[config.mk]
export PLATFORM = sky130hd
export DESIGN_NAME = cpu_status_flags_and_data_addressing
export DESIGN_NICKNAME = d
export VERILOG_FILES = /design/src/hdl/cpu_flags_pkg.sv /design/src/hdl/cpu_status_flags_and_data_addressing.sv /design/src/hdl/pointer_pair.sv
export SDC_FILE = /design/constraint.sdc
export NUM_CORES = 1
export LEC_CHECK = 0
export BUFFER_PORTS_ARGS = -buffer_cell sky130_fd_sc_hd__buf_2
export CELL_PAD_IN_SITES_DETAIL_PLACEMENT = 0
export CELL_PAD_IN_SITES_GLOBAL_PLACEMENT = 1
export CORE_MARGIN = 3
export CORE_UTILIZATION = 40
export CTS_CLUSTER_DIAMETER = 30
export DETAILED_ROUTE_END_ITERATION = 12
export PLACE_DENSITY = 0.87
export SETUP_SLACK_MARGIN = 0.5
export SYNTH_ARGS = -nofsm -noshare
export SYNTH_HDL_FRONTEND = slang
export SYNTH_SLANG_ARGS = --single-unit
[constraint.sdc]
create_clock -name i_core_clk -period 6.8 [get_ports i_core_clk]
set_clock_uncertainty 0.15 [all_clocks]
set_input_delay 1.36 -clock i_core_clk [delete_from_list [all_inputs] [get_ports i_core_clk]]
set_output_delay 1.36 -clock i_core_clk [all_outputs]
set_load 0.1 [all_outputs]
[src/hdl/cpu_flags_pkg.sv]
/*
  Shared constants and types for the condition-flag and data-addressing block:
  flag positions, reset value, internal register addresses, operation codes.
  Assumes a 14-bit linear data space and an 8-bit data path.
*/
package cpu_flags_pkg;

  // flag bit positions
  localparam int FLAG_C      = 0;
  localparam int FLAG_DC     = 1;
  localparam int FLAG_Z      = 2;
  localparam int FLAG_OV     = 3;
  localparam int FLAG_N      = 4;
  localparam int FLAG_PD     = 5;
  localparam int FLAG_TO     = 6;
  localparam int FLAG_UNUSED = 7;

  localparam logic [7:0] FLAGS_RESET   = 8'h60;
  localparam logic [7:0] FLAGS_SW_MASK = 8'h1f;
  localparam logic [7:0] MASK_ARITH    = 8'h1f;
  localparam logic [7:0] MASK_LOGIC    = 8'h14;
  localparam logic [7:0] MASK_ROTATE   = 8'h15;
  localparam logic [7:0] MASK_NONE     = 8'h00;

  localparam int         BANK_BITS      = 6;
  localparam int         NUM_PTRS       = 3;
  localparam logic [7:0] ACCESS_SPLIT   = 8'h60;
  localparam logic [5:0] ACCESS_LO_BANK = 6'h00;
  localparam logic [5:0] ACCESS_HI_BANK = 6'h3f;

  // internal register addresses
  localparam logic [13:0] ADDR_BANK        = 14'h3fd8;
  localparam logic [13:0] ADDR_WORK        = 14'h3fd9;
  localparam logic [13:0] ADDR_FLAGS       = 14'h3fda;
  localparam logic [13:0] ADDR_SAVED_FLAGS = 14'h3fdb;
  localparam logic [13:0] ADDR_SAVED_WORK  = 14'h3fdc;
  localparam logic [13:0] ADDR_SAVED_BANK  = 14'h3fdd;

  // pointer blocks: 14'h3fc0 + 8*n, n = 0..2, offsets below
  localparam logic [8:0] PTR_REGION   = 9'h1fe;
  localparam logic [1:0] PTR_NONE_IDX = 2'd3;
  localparam logic [2:0] PTR_OFS_LO   = 3'd0;
  localparam logic [2:0] PTR_OFS_HI   = 3'd1;
  localparam logic [2:0] PTR_OFS_IND  = 3'd2;
  localparam logic [2:0] PTR_OFS_PINC = 3'd3;
  localparam logic [2:0] PTR_OFS_PDEC = 3'd4;
  localparam logic [2:0] PTR_OFS_PRE  = 3'd5;
  localparam logic [2:0] PTR_OFS_WOFS = 3'd6;

  typedef enum logic [3:0] {
    FN_MOVF  = 4'h0, FN_ADD  = 4'h1, FN_SUB  = 4'h2, FN_AND  = 4'h3,
    FN_IOR   = 4'h4, FN_XOR  = 4'h5, FN_CLR  = 4'h6, FN_RLC  = 4'h7,
    FN_RRC   = 4'h8, FN_SWAP = 4'h9, FN_BSF  = 4'ha, FN_BCF  = 4'hb,
    FN_MOVWF = 4'hc, FN_CALL = 4'hd, FN_GOTO = 4'he, FN_NOP  = 4'hf
  } alu_fn_type;

  typedef enum logic [1:0] {
    ADJ_NONE = 2'b00, ADJ_INC = 2'b01, ADJ_DEC = 2'b10
  } ptr_adj_type;

  typedef enum logic [1:0] {
    ST_IDLE = 2'b00, ST_READ = 2'b01, ST_EXEC = 2'b10
  } core_state_type;

  typedef struct packed {
    logic        valid;
    alu_fn_type  fn;
    logic [7:0]  f_addr;
    logic        access_sel;
    logic        long_en;
    logic [13:0] long_addr;
    logic        dest_f;
    logic        literal_en;
    logic [7:0]  literal;
    logic [2:0]  bit_sel;
    logic [19:0] target;
    logic        wdt_clear;
    logic        sleep;
  } op_type;

  typedef struct packed {
    logic        rd;
    logic        wr;
    logic [13:0] addr;
    logic [7:0]  wdata;
  } mem_req_type;

endpackage : cpu_flags_pkg

[src/hdl/cpu_status_flags_and_data_addressing.sv]
/*
  Core condition flags, call save, and data address formation (direct, banked,
  access bank, long, indirect through three pointers) with destination select.
  Assumes a data memory that returns read data one cycle after o_mem.rd and a
  decoder that presents one operation at a time while o_busy is low.
// Contract
// - alu op targeting flags register drops result, flags follow the op
// - call copies working, bank and flags into readable saved registers
// - flags bit 7 does not exist and reads zero
// - timeout flag set by reset, clear-watchdog, sleep; cleared on expiry
// - power-down flag set by reset and clear-watchdog; cleared by sleep
// - negative flag equals result bit 7
// - overflow flag marks a wrong sign change in signed arithmetic
// - zero flag set when result is zero, else cleared
// - digit carry is the carry out of bit 3 for add and subtract
// - carry is the carry out of bit 7 for add and subtract
// - subtract adds the two's complement, carries act as inverted borrows
// - rotate through carry loads carry with the bit shifted out
// - call and goto carry a 20-bit program target
// - byte and bit ops carry an 8-bit register address
// - access-select one joins bank select with the 8-bit address
// - access-select zero maps the 8-bit address into the access bank
// - long-address ops use the 14-bit address, bank select ignored
// - destination bit one writes the source register, zero writes working
// - three pointer pairs of two bytes hold 14-bit addresses
// - indirect operand accesses the location its pointer holds
// - indirect target ignores bank select and access-select
// - post-dec, post-inc, pre-inc and working-offset operands per pointer
// - pointer steps carry across the pair and touch no flag
*/
`timescale 1ns/1ps
`default_nettype none
module cpu_status_flags_and_data_addressing (
  input  wire logic                       i_core_clk,
  input  wire logic                       i_resetn,
  input  wire cpu_flags_pkg::op_type      i_op,
  input  wire logic [7:0]                 i_mem_rdata,
  input  wire logic                       i_wdt_expire,
  output var  cpu_flags_pkg::mem_req_type o_mem,
  output var  logic                       o_busy,
  output var  logic                       o_branch,
  output var  logic [19:0]                o_branch_target,
  output var  logic [7:0]                 o_flags,
  output var  logic [7:0]                 o_working
);
  import cpu_flags_pkg::*;

  core_state_type state_q, state_d;
  op_type         op_q;
  logic [7:0]     working_q, flags_q, flags_d, saved_flags_q, saved_work_q;
  logic [5:0]     bank_q, saved_bank_q;
  logic [13:0]    tgt_q, dir_addr, eff_addr;
  logic           tgt_null_q, eff_null, take, in_exec, rd_ext_d, branch_op;
  ptr_adj_type    adj_q, eff_adj;
  logic [1:0]     adj_idx_q;
  logic [13:0]    ptr_tab [4];
  logic [NUM_PTRS-1:0] ptr_wr_lo, ptr_wr_hi;
  ptr_adj_type    ptr_adj [NUM_PTRS];
  logic [7:0]     rd_val, src, alu_res, flag_mask, calc_flags, addend;
  logic [8:0]     sum9;
  logic [4:0]     nib5;
  logic           wr_f, dest_is_f, wr_flags_dest, tgt_int;

  function automatic logic in_ptr_region(input logic [13:0] a);
    return a[13:5] == PTR_REGION && a[4:3] != PTR_NONE_IDX;
  endfunction : in_ptr_region

  function automatic logic is_virtual(input logic [13:0] a);
    return in_ptr_region(a) && a[2:0] >= PTR_OFS_IND && a[2:0] <= PTR_OFS_WOFS;
  endfunction : is_virtual

  function automatic logic is_internal(input logic [13:0] a);
    return a == ADDR_BANK || a == ADDR_WORK || a == ADDR_FLAGS ||
           a == ADDR_SAVED_FLAGS || a == ADDR_SAVED_WORK ||
           a == ADDR_SAVED_BANK || (in_ptr_region(a) && a[2:0] <= PTR_OFS_HI);
  endfunction : is_internal

  assign take      = state_q == ST_IDLE && i_op.valid;
  assign in_exec   = state_q == ST_EXEC;
  assign branch_op = i_op.fn == FN_CALL || i_op.fn == FN_GOTO || i_op.fn == FN_NOP;

  // three pointers, indexable by address bits [4:3]
  for (genvar g = 0; g < NUM_PTRS; g++) begin : g_ptr
    pointer_pair u_ptr (
      .i_core_clk (i_core_clk),
      .i_resetn   (i_resetn),
      .i_wr_lo    (ptr_wr_lo[g]),
      .i_wr_hi    (ptr_wr_hi[g]),
      .i_wdata    (alu_res),
      .i_adj      (ptr_adj[g]),
      .o_ptr      (ptr_tab[g])
    );
    assign ptr_wr_lo[g] = wr_f && in_ptr_region(tgt_q) && tgt_q[4:3] == 2'(g)
                          && tgt_q[2:0] == PTR_OFS_LO;
    assign ptr_wr_hi[g] = wr_f && in_ptr_region(tgt_q) && tgt_q[4:3] == 2'(g)
                          && tgt_q[2:0] == PTR_OFS_HI;
    assign ptr_adj[g]   = (in_exec && adj_idx_q == 2'(g)) ? adj_q : ADJ_NONE;
  end
  assign ptr_tab[3] = 14'h0000;

  // address formation for the operation being taken
  always_comb begin
    if (i_op.long_en) begin
      dir_addr = i_op.long_addr;
    end else if (i_op.access_sel) begin
      dir_addr = {bank_q, i_op.f_addr};
    end else if (i_op.f_addr < ACCESS_SPLIT) begin
      dir_addr = {ACCESS_LO_BANK, i_op.f_addr};
    end else begin
      dir_addr = {ACCESS_HI_BANK, i_op.f_addr};
    end
    eff_addr = dir_addr;
    eff_adj  = ADJ_NONE;
    eff_null = 1'b0;
    if (is_virtual(dir_addr)) begin
      // pointer value replaces the whole address, bank plays no part
      eff_addr = ptr_tab[dir_addr[4:3]];
      case (dir_addr[2:0])
        PTR_OFS_PINC: eff_adj = ADJ_INC;
        PTR_OFS_PDEC: eff_adj = ADJ_DEC;
        PTR_OFS_PRE: begin
          eff_addr = ptr_tab[dir_addr[4:3]] + 14'h0001;
          eff_adj  = ADJ_INC;
        end
        PTR_OFS_WOFS: eff_addr = ptr_tab[dir_addr[4:3]] + {{6{working_q[7]}}, working_q};
        default: eff_adj = ADJ_NONE;
      endcase
      // a pointer aimed at a virtual operand reads zero and writes nothing
      eff_null = is_virtual(eff_addr);
    end
  end

  assign rd_ext_d = take && !branch_op && !i_op.literal_en && i_op.fn != FN_MOVWF
                    && i_op.fn != FN_CLR && !eff_null && !is_internal(eff_addr);

  always_comb begin
    state_d = state_q;
    case (state_q)
      ST_IDLE: if (take && !branch_op) state_d = ST_READ;
      ST_READ: state_d = ST_EXEC;
      ST_EXEC: state_d = ST_IDLE;
      default: state_d = ST_IDLE;
    endcase
  end

  always_ff @(posedge i_core_clk) begin
    if (!i_resetn) begin
      state_q <= ST_IDLE;
      o_busy  <= 1'b0;
    end else begin
      state_q <= state_d;
      o_busy  <= state_d != ST_IDLE;
    end
  end

  // operation capture
  always_ff @(posedge i_core_clk) begin
    if (!i_resetn) begin
      op_q       <= '0;
      tgt_q      <= 14'h0000;
      tgt_null_q <= 1'b0;
      adj_q      <= ADJ_NONE;
      adj_idx_q  <= PTR_NONE_IDX;
    end else if (take) begin
      op_q       <= i_op;
      tgt_q      <= eff_addr;
      tgt_null_q <= eff_null;
      adj_q      <= eff_null ? ADJ_NONE : eff_adj;
      adj_idx_q  <= is_virtual(dir_addr) ? dir_addr[4:3] : PTR_NONE_IDX;
    end
  end

  // call and goto target
  always_ff @(posedge i_core_clk) begin
    if (!i_resetn) begin
      o_branch        <= 1'b0;
      o_branch_target <= 20'h00000;
    end else begin
      o_branch <= take && (i_op.fn == FN_CALL || i_op.fn == FN_GOTO);
      if (take && (i_op.fn == FN_CALL || i_op.fn == FN_GOTO)) begin
        o_branch_target <= i_op.target;
      end
    end
  end

  // operand: internal register, external memory, or literal
  assign tgt_int = is_internal(tgt_q);
  always_comb begin
    rd_val = i_mem_rdata;
    if (tgt_null_q) begin
      rd_val = 8'h00;
    end else if (in_ptr_region(tgt_q) && tgt_q[2:0] == PTR_OFS_LO) begin
      rd_val = ptr_tab[tgt_q[4:3]][7:0];
    end else if (in_ptr_region(tgt_q) && tgt_q[2:0] == PTR_OFS_HI) begin
      rd_val = {2'b00, ptr_tab[tgt_q[4:3]][13:8]};
    end else begin
      case (tgt_q)
        ADDR_BANK:        rd_val = {2'b00, bank_q};
        ADDR_WORK:        rd_val = working_q;
        ADDR_FLAGS:       rd_val = {1'b0, flags_q[6:0]};
        ADDR_SAVED_FLAGS: rd_val = saved_flags_q;
        ADDR_SAVED_WORK:  rd_val = saved_work_q;
        ADDR_SAVED_BANK:  rd_val = {2'b00, saved_bank_q};
        default:          rd_val = i_mem_rdata;
      endcase
    end
  end
  assign src = op_q.literal_en ? op_q.literal : rd_val;

  // subtract is an add of the inverted working register plus one
  assign addend = (op_q.fn == FN_SUB) ? ~working_q : working_q;
  assign sum9 = {1'b0, src} + {1'b0, addend} + {8'h00, op_q.fn == FN_SUB};
  assign nib5 = {1'b0, src[3:0]} + {1'b0, addend[3:0]} + {4'h0, op_q.fn == FN_SUB};

  always_comb begin
    alu_res    = src;
    flag_mask  = MASK_NONE;
    calc_flags = 8'h00;
    calc_flags[FLAG_C] = flags_q[FLAG_C];
    case (op_q.fn)
      FN_ADD, FN_SUB: begin
        alu_res             = sum9[7:0];
        flag_mask           = MASK_ARITH;
        calc_flags[FLAG_C]  = sum9[8];
        calc_flags[FLAG_DC] = nib5[4];
        calc_flags[FLAG_OV] = (src[7] == addend[7]) && (sum9[7] != src[7]);
      end
      FN_AND:  begin alu_res = src & working_q; flag_mask = MASK_LOGIC; end
      FN_IOR:  begin alu_res = src | working_q; flag_mask = MASK_LOGIC; end
      FN_XOR:  begin alu_res = src ^ working_q; flag_mask = MASK_LOGIC; end
      FN_MOVF: flag_mask = MASK_LOGIC;
      FN_CLR:  begin alu_res = 8'h00; flag_mask = MASK_LOGIC; end
      FN_RLC: begin
        alu_res            = {src[6:0], flags_q[FLAG_C]};
        flag_mask          = MASK_ROTATE;
        calc_flags[FLAG_C] = src[7];
      end
      FN_RRC: begin
        alu_res            = {flags_q[FLAG_C], src[7:1]};
        flag_mask          = MASK_ROTATE;
        calc_flags[FLAG_C] = src[0];
      end
      FN_SWAP:  alu_res = {src[3:0], src[7:4]};
      FN_BSF:   alu_res = src | (8'h01 << op_q.bit_sel);
      FN_BCF:   alu_res = src & ~(8'h01 << op_q.bit_sel);
      FN_MOVWF: alu_res = working_q;
      default:  alu_res = src;
    endcase
    calc_flags[FLAG_Z] = alu_res == 8'h00;
    calc_flags[FLAG_N] = alu_res[7];
  end

  assign dest_is_f = (op_q.dest_f && !op_q.literal_en) || op_q.fn == FN_MOVWF ||
                     op_q.fn == FN_CLR || op_q.fn == FN_BSF || op_q.fn == FN_BCF;
  assign wr_f = in_exec && dest_is_f && !tgt_null_q;
  assign wr_flags_dest = wr_f && tgt_q == ADDR_FLAGS;

  always_comb begin
    flags_d = flags_q;
    if (wr_flags_dest && flag_mask == MASK_NONE) begin
      flags_d = (flags_q & ~FLAGS_SW_MASK) | (alu_res & FLAGS_SW_MASK);
    end
    // a flag-affecting op aimed at the flags keeps only its flag updates
    flags_d = (flags_d & ~flag_mask) | (calc_flags & flag_mask);
  end

  always_ff @(posedge i_core_clk) begin
    if (!i_resetn) begin
      flags_q <= FLAGS_RESET;
    end else begin
      if (in_exec) flags_q <= flags_d;
      if (take && i_op.wdt_clear) begin
        flags_q[FLAG_TO] <= 1'b1;
        flags_q[FLAG_PD] <= 1'b1;
      end
      if (take && i_op.sleep) begin
        flags_q[FLAG_TO] <= 1'b1;
        flags_q[FLAG_PD] <= 1'b0;
      end
      if (i_wdt_expire) flags_q[FLAG_TO] <= 1'b0;
    end
  end

  always_ff @(posedge i_core_clk) begin
    if (!i_resetn) begin
      working_q <= 8'h00;
      bank_q    <= 6'h00;
    end else if (in_exec) begin
      if (!dest_is_f || (wr_f && tgt_q == ADDR_WORK)) working_q <= alu_res;
      if (wr_f && tgt_q == ADDR_BANK) bank_q <= alu_res[BANK_BITS-1:0];
    end
  end

  always_ff @(posedge i_core_clk) begin
    if (!i_resetn) begin
      saved_flags_q <= 8'h00;
      saved_work_q  <= 8'h00;
      saved_bank_q  <= 6'h00;
    end else if (take && i_op.fn == FN_CALL) begin
      saved_flags_q <= {1'b0, flags_q[6:0]};
      saved_work_q  <= working_q;
      saved_bank_q  <= bank_q;
    end
  end

  // memory strobes: read one cycle after take, write one cycle after exec
  always_ff @(posedge i_core_clk) begin
    if (!i_resetn) begin
      o_mem <= '0;
    end else begin
      o_mem.rd <= rd_ext_d;
      o_mem.wr <= wr_f && !tgt_int;
      if (rd_ext_d) o_mem.addr <= eff_addr;
      if (wr_f && !tgt_int) begin
        o_mem.addr  <= tgt_q;
        o_mem.wdata <= alu_res;
      end
    end
  end

  assign o_flags   = flags_q;
  assign o_working = working_q;
endmodule : cpu_status_flags_and_data_addressing
`default_nettype wire

[src/hdl/pointer_pair.sv]
/*
  One 14-bit indirect pointer made of a low and a high byte register,
  with direct byte writes and automatic step by one.
  Assumes the owner never asks for a byte write and a step on another pointer.
*/
`timescale 1ns/1ps
`default_nettype none
module pointer_pair (
  input  wire logic                      i_core_clk,
  input  wire logic                      i_resetn,
  input  wire logic                      i_wr_lo,
  input  wire logic                      i_wr_hi,
  input  wire logic [7:0]                i_wdata,
  input  wire cpu_flags_pkg::ptr_adj_type i_adj,
  output var  logic [13:0]               o_ptr
);
  import cpu_flags_pkg::*;

  // a byte write wins over a pending step; top two high bits do not exist
  always_ff @(posedge i_core_clk) begin
    if (!i_resetn) begin
      o_ptr <= 14'h0000;
    end else if (i_wr_lo) begin
      o_ptr[7:0] <= i_wdata;
    end else if (i_wr_hi) begin
      o_ptr[13:8] <= i_wdata[5:0];
    end else begin
      case (i_adj)
        ADJ_INC: o_ptr <= o_ptr + 14'h0001;
        ADJ_DEC: o_ptr <= o_ptr - 14'h0001;
        default: o_ptr <= o_ptr;
      endcase
    end
  end
endmodule : pointer_pair
`default_nettype wire

==> results of run 1 <==
Yosys cell counts (7+ instances only):
master / count
nor2_1: 186
xor2_1: 17
buf_1: 8
o21bai_1: 9
a31oi_1: 23
nand2b_1: 19
nor3_1: 33
a221oi_1: 10
a311oi_1: 7
a211oi_1: 29
mux2i_1: 84
or3_1: 10
dfxtp_1: 168
nor4_1: 8
ha_1: 59
xnor2_1: 31
and2_1: 20
nor2b_1: 29
o22ai_1: 12
a22oi_1: 11
mux2_2: 7
buf_2: 16
a21oi_1: 177
a21o_1: 18
a22o_1: 9
o211ai_1: 15
nand2_1: 238
and3_1: 23
nand3_1: 34
nor3b_1: 9
clkbuf_1: 71
o21ai_0: 125
o21a_1: 7
o2bb2ai_1: 16
o31a_1: 12
inv_1: 57
o31ai_1: 7
power by group through the flow:
stage	clock network (mW)	registers, mW	logic [mW]
after detailed placement	0	1.07	0.538
after CTS	1.00	1.05	0.540
after floorplan	0	1.13	0.306
after global routing	1.04	1.05	0.581
final	0.985	1.05	0.549
after global placement	0	1.07	0.537
state kept, by name, indices dropped and copies added, names as in the netlist, 6 cells and up, named ones only:
signal	cells
o_working	8
g_ptr.u_ptr.o_ptr	42
tgt_q	14
saved_bank_q	6
saved_work_q	8
o_branch_target	20
o_mem	24
saved_flags_q	7
op_q	17
bank_q	6
worst max path at each step:
| stage | start | to | slack (ns) | cells after the start |
|---|---|---|---|---|
| 4_1_cts | i_op[49] | o_mem[19] | 1.22 | 17 |
| 3_5_place_dp | i_op[49] | o_mem[19] | 0.75 | 17 |
| 3_3_place_gp | i_op[49] | o_mem[19] | 0.82 | 17 |
| 6_report | i_op[49] | o_mem[19] | 1.11 | 17 |
| 5_1_grt | i_op[49] | o_mem[17] | 0.78 | 17 |
| 2_1_floorplan | i_op[49] | o_mem[19] | 1.43 | 20 |
logic make-up (layout without fill, tap and decap cells):
group                    count (synthesis)  count (layout)
AO/OA/AOI/OAI                          560             560
XOR/XNOR                                48              48
adder cells (fa/ha/maj)                 65              65
buffers and inverters                  165             258
flip-flops                             168             168
multiplexers                            92              92
other                                    1               1
AND/OR/NAND/NOR                        657             657
layer usage:
layer  up-vias  GRT usage
met3        88     0.0466
met5         -          0
met4         0     0.0820
li1       6518          -
met1      6606      0.366
met2       579      0.424
metrics by stage:
stage                     utilization  total power, mW
after detailed placement        0.441             1.61
after global routing            0.459             2.67
after floorplan                     -             1.43
final                           0.459             2.59
after global placement          0.441             1.61
after CTS                       0.459             2.59
layout make-up:
class | count | area [sq um]
fill | 3214 | 17200
multi-input combinational | 1423 | 8970
sequential | 168 | 3360
timing repair buffer | 167 | 916
tap | 435 | 544
clock buffer | 20 | 467
inverter | 59 | 224
clock inverter | 12 | 115
worst max-delay path: stages:
cell       delay (ns)
buf_2            0.19
mux2i_4          0.42
buf_4            0.31
mux2i_1          0.26
o21ai_0          0.22
ha_1             0.45
and2_1           0.22
o211ai_1         0.12
a21o_1           0.21
nor3b_1          0.14
o31ai_1          0.29
o2bb2ai_1        0.19
nor3_1           0.37
nand4bb_1        0.47
nand2_2          0.28
nor2_1           0.06
o31a_1           0.29
==> flow_metrics.tcl, run 1 <==
set metrics [dict create \
    hpwl_um 36000 \
    final_cell_mix "nand2_1, nor2_1, a21oi_1" \
    report.final.hold_viol_count 0 \
    ff2ff_setup_slack_ns 1.13 \
    drt_iter0_markers 1568 \
    wl_per_cell_um 20.9 \
    wl_met2_um 21500 \
    leakagePower_nw 5.61 \
    final_layout_size_suffix_gt1_frac 0.135 \
    die_area_sq_um 34700 \
    ys_ff_latch 168 \
    viasPerCell 6.04 \
    grt_pass1_vias 12900 \
    final_common_cell "nand2_1" \
    internal_power_mw 1.70 \
    layout_setup_ws_ns 1.11 \
    die_height_um 186 \
    synthXorXnorAreaFrac 0.0323 \
    rows 65 \
    grt_usage 0.265 \
    preCtsSetupSlack_ns 0.753 \
    hp-class "register to register" \
    core_sq_um 31800 \
    post_cts_resized 0 \
    ant_nets 0 \
    dr.pass1.iters 8 \
    fmax_ghz 0.176 \
    maxCapViolCount 0 \
    synth.distinct_cells 99 \
    drcViolationCount 0 \
    cts_root_buf "clkbuf_16" \
    synthSimpleGateAreaFrac 0.239 \
    yosysSeqAreaShare 0.258 \
    synthAdderAreaFrac 0.0652 \
    place_area_sq_um 14000 \
    reg2reg_from "tgt_q[4]" \
    switchingPower_mw 0.882 \
    gp_congestion 1.01 \
    path_clk_slew_ns 0.07 \
    worstPathMaxFanout 13 \
    clock-sinks 168 \
    period_share 0.837 \
    cts_tree "built" \
    antenna_found_initial 1 \
    cts_buffers 17 \
    cts.path.max_buffers 2 \
    finalWirelength_um 47700 \
    powerDensity_nw_per_um2 177 \
    syn-num-nets 1895 \
    p_clk_frac 0.381 \
    worstHoldStart "saved_work_q[0]" \
    synth_ff_type "dfxtp_1" \
    nNetsFinal 1975 \
    met1_length_um 21300 \
    worst-setup-path-type "input pin to register" \
    cts_setup_buffers 0 \
    yosysWarnings 0 \
    sw_frac_of_total 0.341 \
    syn_to_final_growth_pct 12.1 \
    hold_slack_ns 0.306 \
    arrival_ns 5.88 \
    yosysTopAreaCell "dfxtp_1" \
    async_flop_share 0 \
    dpl.cell_count 2252 \
    dr_total_vias 13800 \
    grt_max_degree 67 \
    worstMarginPinSlew_ns 1.34 \
    ir_worst_vdd_mv 0.178 \
    critPathLaunchType "input pin" \
    slew_headroom 0.109 \
    clk_latency_ns 0.46 \
    synth_area_sq_um 13000 \
    synth_top_area_frac 0.258 \
    syn_inst 1756 \
    setup_viol 0 \
    cts-htree-levels 4 \
    stdcell_area_sq_um 14600 \
    post_synth.cell_area_avg_sq_um 7.41 \
    p_seq_frac 0.407 \
    synth_mux_area_frac 0.0724 \
    outcome "completed" \
    min_period_ns 5.69 \
    grt.overflow.total 0 \
    synth_compound_area_frac 0.278 \
    start_util 0.409 \
    synth_top_family_by_area "compound AO/OA/AOI/OAI gates" \
    hold_end "saved_work_q[0]" \
    min_path_cells 2 \
    end_kind "register" \
    ioPinCount 137 \
    reg2reg_depth 18 \
    die_x_um 186 \
    synth_area_leaders "dfxtp_1, nand2_1, a21oi_1, mux2i_1, ha_1" \
    synth_edf_count 0 \
    portBuffers 135 \
    dr_wl_met3_um 3490 \
    required_ns 6.99 \
    n_antenna_cell 0 \
    combPwrFrac 0.212 \
    rsz0062_at_grt "no" \
    fin_cells 2284 \
    grt_pass1_wl_um 74400 \
    top_layer_used "met4" \
    setup-tns-final_ns 0 \
    ctsHoldBuffers 0 \
    drv_slew 0 \
]
(Power assumes the default switching activity.)
==> run 2, diff against run 1 <==
==> constraint.sdc (replaced) <==
create_clock -name i_core_clk -period 5.4 [get_ports i_core_clk]
set_clock_uncertainty 0.15 [all_clocks]
set_input_delay 1.08 -clock i_core_clk [delete_from_list [all_inputs] [get_ports i_core_clk]]
set_output_delay 1.08 -clock i_core_clk [all_outputs]
set_load 0.1 [all_outputs]
==> run 2 against run 1 <==
Effect of this change: routed wire length up 5.2%; sequential power up 25%; cell area up 6.1%; total power up 28%; largest power group unchanged; utilization up 2.8 points; worst setup slack worse by 0.48 ns; via count up 2.7%; cell count up 3.9%; clock power up 22%.
==> flow_metrics.tcl, run 2 (same netlist as run 1, synthesis figures left out) <==
set metrics [dict create \
    outcome "completed" \
    regMostFlops "g_ptr.u_ptr.o_ptr" \
    wl_per_cell_um 21.1 \
    maxCapViolCount 0 \
    dr.pass1.iters 6 \
    seq_area_sq_um 3370 \
    period_share 0.885 \
    cts-htree-levels 4 \
    ir_worst_vdd_mv 0.240 \
    end_kind "register" \
    drt_iter0_markers 1509 \
    required_ns 5.63 \
    cts.path.max_buffers 2 \
    fill_cells 3168 \
    n_antenna_cell 0 \
    reg2reg_depth 22 \
    antenna_found_initial 0 \
    syn_to_final_growth_pct 19.0 \
    final_common_cell "nand2_1" \
    cts_tree "built" \
    largest_reg_flops 42 \
    setup.worst_path.start "i_op[49]" \
    min_period_ns 4.78 \
    cts_buffers 17 \
    grt_usage 0.277 \
    path_clk_slew_ns 0.07 \
    ff2ff_setup_slack_ns 0.71 \
    crit_path_max_incr_delay_ns 0.36 \
    cp-endpoint "o_mem[21]" \
    rows 65 \
    die_x_um 186 \
    ioPinCount 137 \
    hp-class "register to register" \
    power.total_mw 3.30 \
    worst-setup-path-type "input pin to register" \
    fmax_ghz 0.209 \
    finalWirelength_um 50100 \
    final_cell_mix "nand2_1, nor2_1, a21oi_1" \
    viasPerCell 5.97 \
    leakagePower_nw 6.12 \
    reg2reg_from "tgt_q[6]" \
    critPathLaunchType "input pin" \
    core_sq_um 31800 \
    final_layout_size_suffix_gt1_frac 0.191 \
    clock-sinks 168 \
    fin_util 0.487 \
    hpwl_um 37800 \
    worstMarginPinSlew_ns 1.20 \
    multi_input_area_sq_um 9150 \
    rsz0062_at_grt "yes" \
    die_area_sq_um 34700 \
    grt_pass1_vias 13100 \
    dr_total_vias 14200 \
    die_height_um 186 \
    stdcell_area_sq_um 15500 \
    clk_latency_ns 0.46 \
    ant_nets 0 \
    report.final.hold_viol_count 0 \
    slew_headroom 0.199 \
    place_area_sq_um 14700 \
    worstPathMaxFanout 6 \
    grt.overflow.total 0 \
    setup_viol 0 \
    start_util 0.409 \
    portBuffers 135 \
    grt_max_degree 101 \
    gp_congestion 1.00 \
    powerDensity_nw_per_um2 213 \
    setup-tns-final_ns 0 \
    top_regs "g_ptr.u_ptr.o_ptr (42), o_mem (24), o_branch_target (20)" \
    grt_pass1_wl_um 76900 \
    arrival_ns 5.01 \
    nNetsFinal 2064 \
    cts_root_buf "clkbuf_16" \
    drcViolationCount 0 \
    crit_chain "buf_2, mux2i_4, mux2i_1, a22o_1, ha_2, inv_2, fa_2, nand2b_4, a21o_4, a21o_1, o2111a_1, a221o_1, o211a_1, and4_2, nor2_4, buf_4, a21oi_1, a211o_1, a21oi_2" \
    drv_slew 0 \
    crit_slowest_cell "fa_2" \
]
[run 2: power breakdown]
group | switching [mW] | total, mW | internal [mW]
clock | 0.586 | 1.20 | 0.617
combinational | 0.534 | 0.787 | 0.253
sequential | 0.0395 | 1.31 | 1.27
[run 2: worst min-delay path by stage]
stage                     depth (start not counted)             start                to
final                                             2  saved_flags_q[5]  saved_flags_q[5]
after global routing                              2  saved_flags_q[0]  saved_flags_q[0]
after CTS                                         2   saved_work_q[3]   saved_work_q[3]
after detailed placement                          2   saved_work_q[3]   saved_work_q[3]
after global placement                            2  saved_flags_q[5]  saved_flags_q[5]
after floorplan                                   2          op_q[27]          op_q[27]
[run 2: what timing repair did]
action                                 in CTS  in global routing
gates resized for setup                     1                 36
setup endpoints to repair                  14                 48
endpoints found under the hold margin       0                  0
hold buffers                                0                  0
pin swaps                                   1                  4
setup buffers                               0                 14
[run 2: cell type report]
cell class / instances / area share
clock buffers: 19 / 0.0293
clock inverters: 13 / 0.00614
inverters: 59 / 0.0145
multi-input cells: 1423 / 0.591
flip-flops and latches: 168 / 0.218
well taps: 435 / 0.0352
repair buffers: 256 / 0.107
[run 2: layer usage]
layer / routed length (um) / vias up / track usage
met3: 3960 / 91 / 0.0556
met4: 1360 / 0 / 0.0867
met5: 0 / - / 0
met1: 22000 / 6777 / 0.380
met2: 22800 / 594 / 0.440
li1: - / 6702 / -
[run 2: metrics by stage]
step           instances  hold slack (ns)  setup WS [ns]
4_1_cts             2359            0.307          0.510
5_1_grt             2373            0.325          0.481
2_1_floorplan       1756            0.282          0.346
6_report            2373            0.307          0.624
3_5_place_dp        2327            0.297        -0.0534
3_3_place_gp        2327            0.288          0.118
[run 2: worst max-delay path: cells and delay by family]
kind / cells / cell delay, ns
buffers and inverters: 3 / 0.34
and+or+nand+nor: 3 / 0.63
adders and majority gates: 2 / 0.57
muxes: 2 / 0.61
AOI/OAI and AO/OA: 9 / 1.77
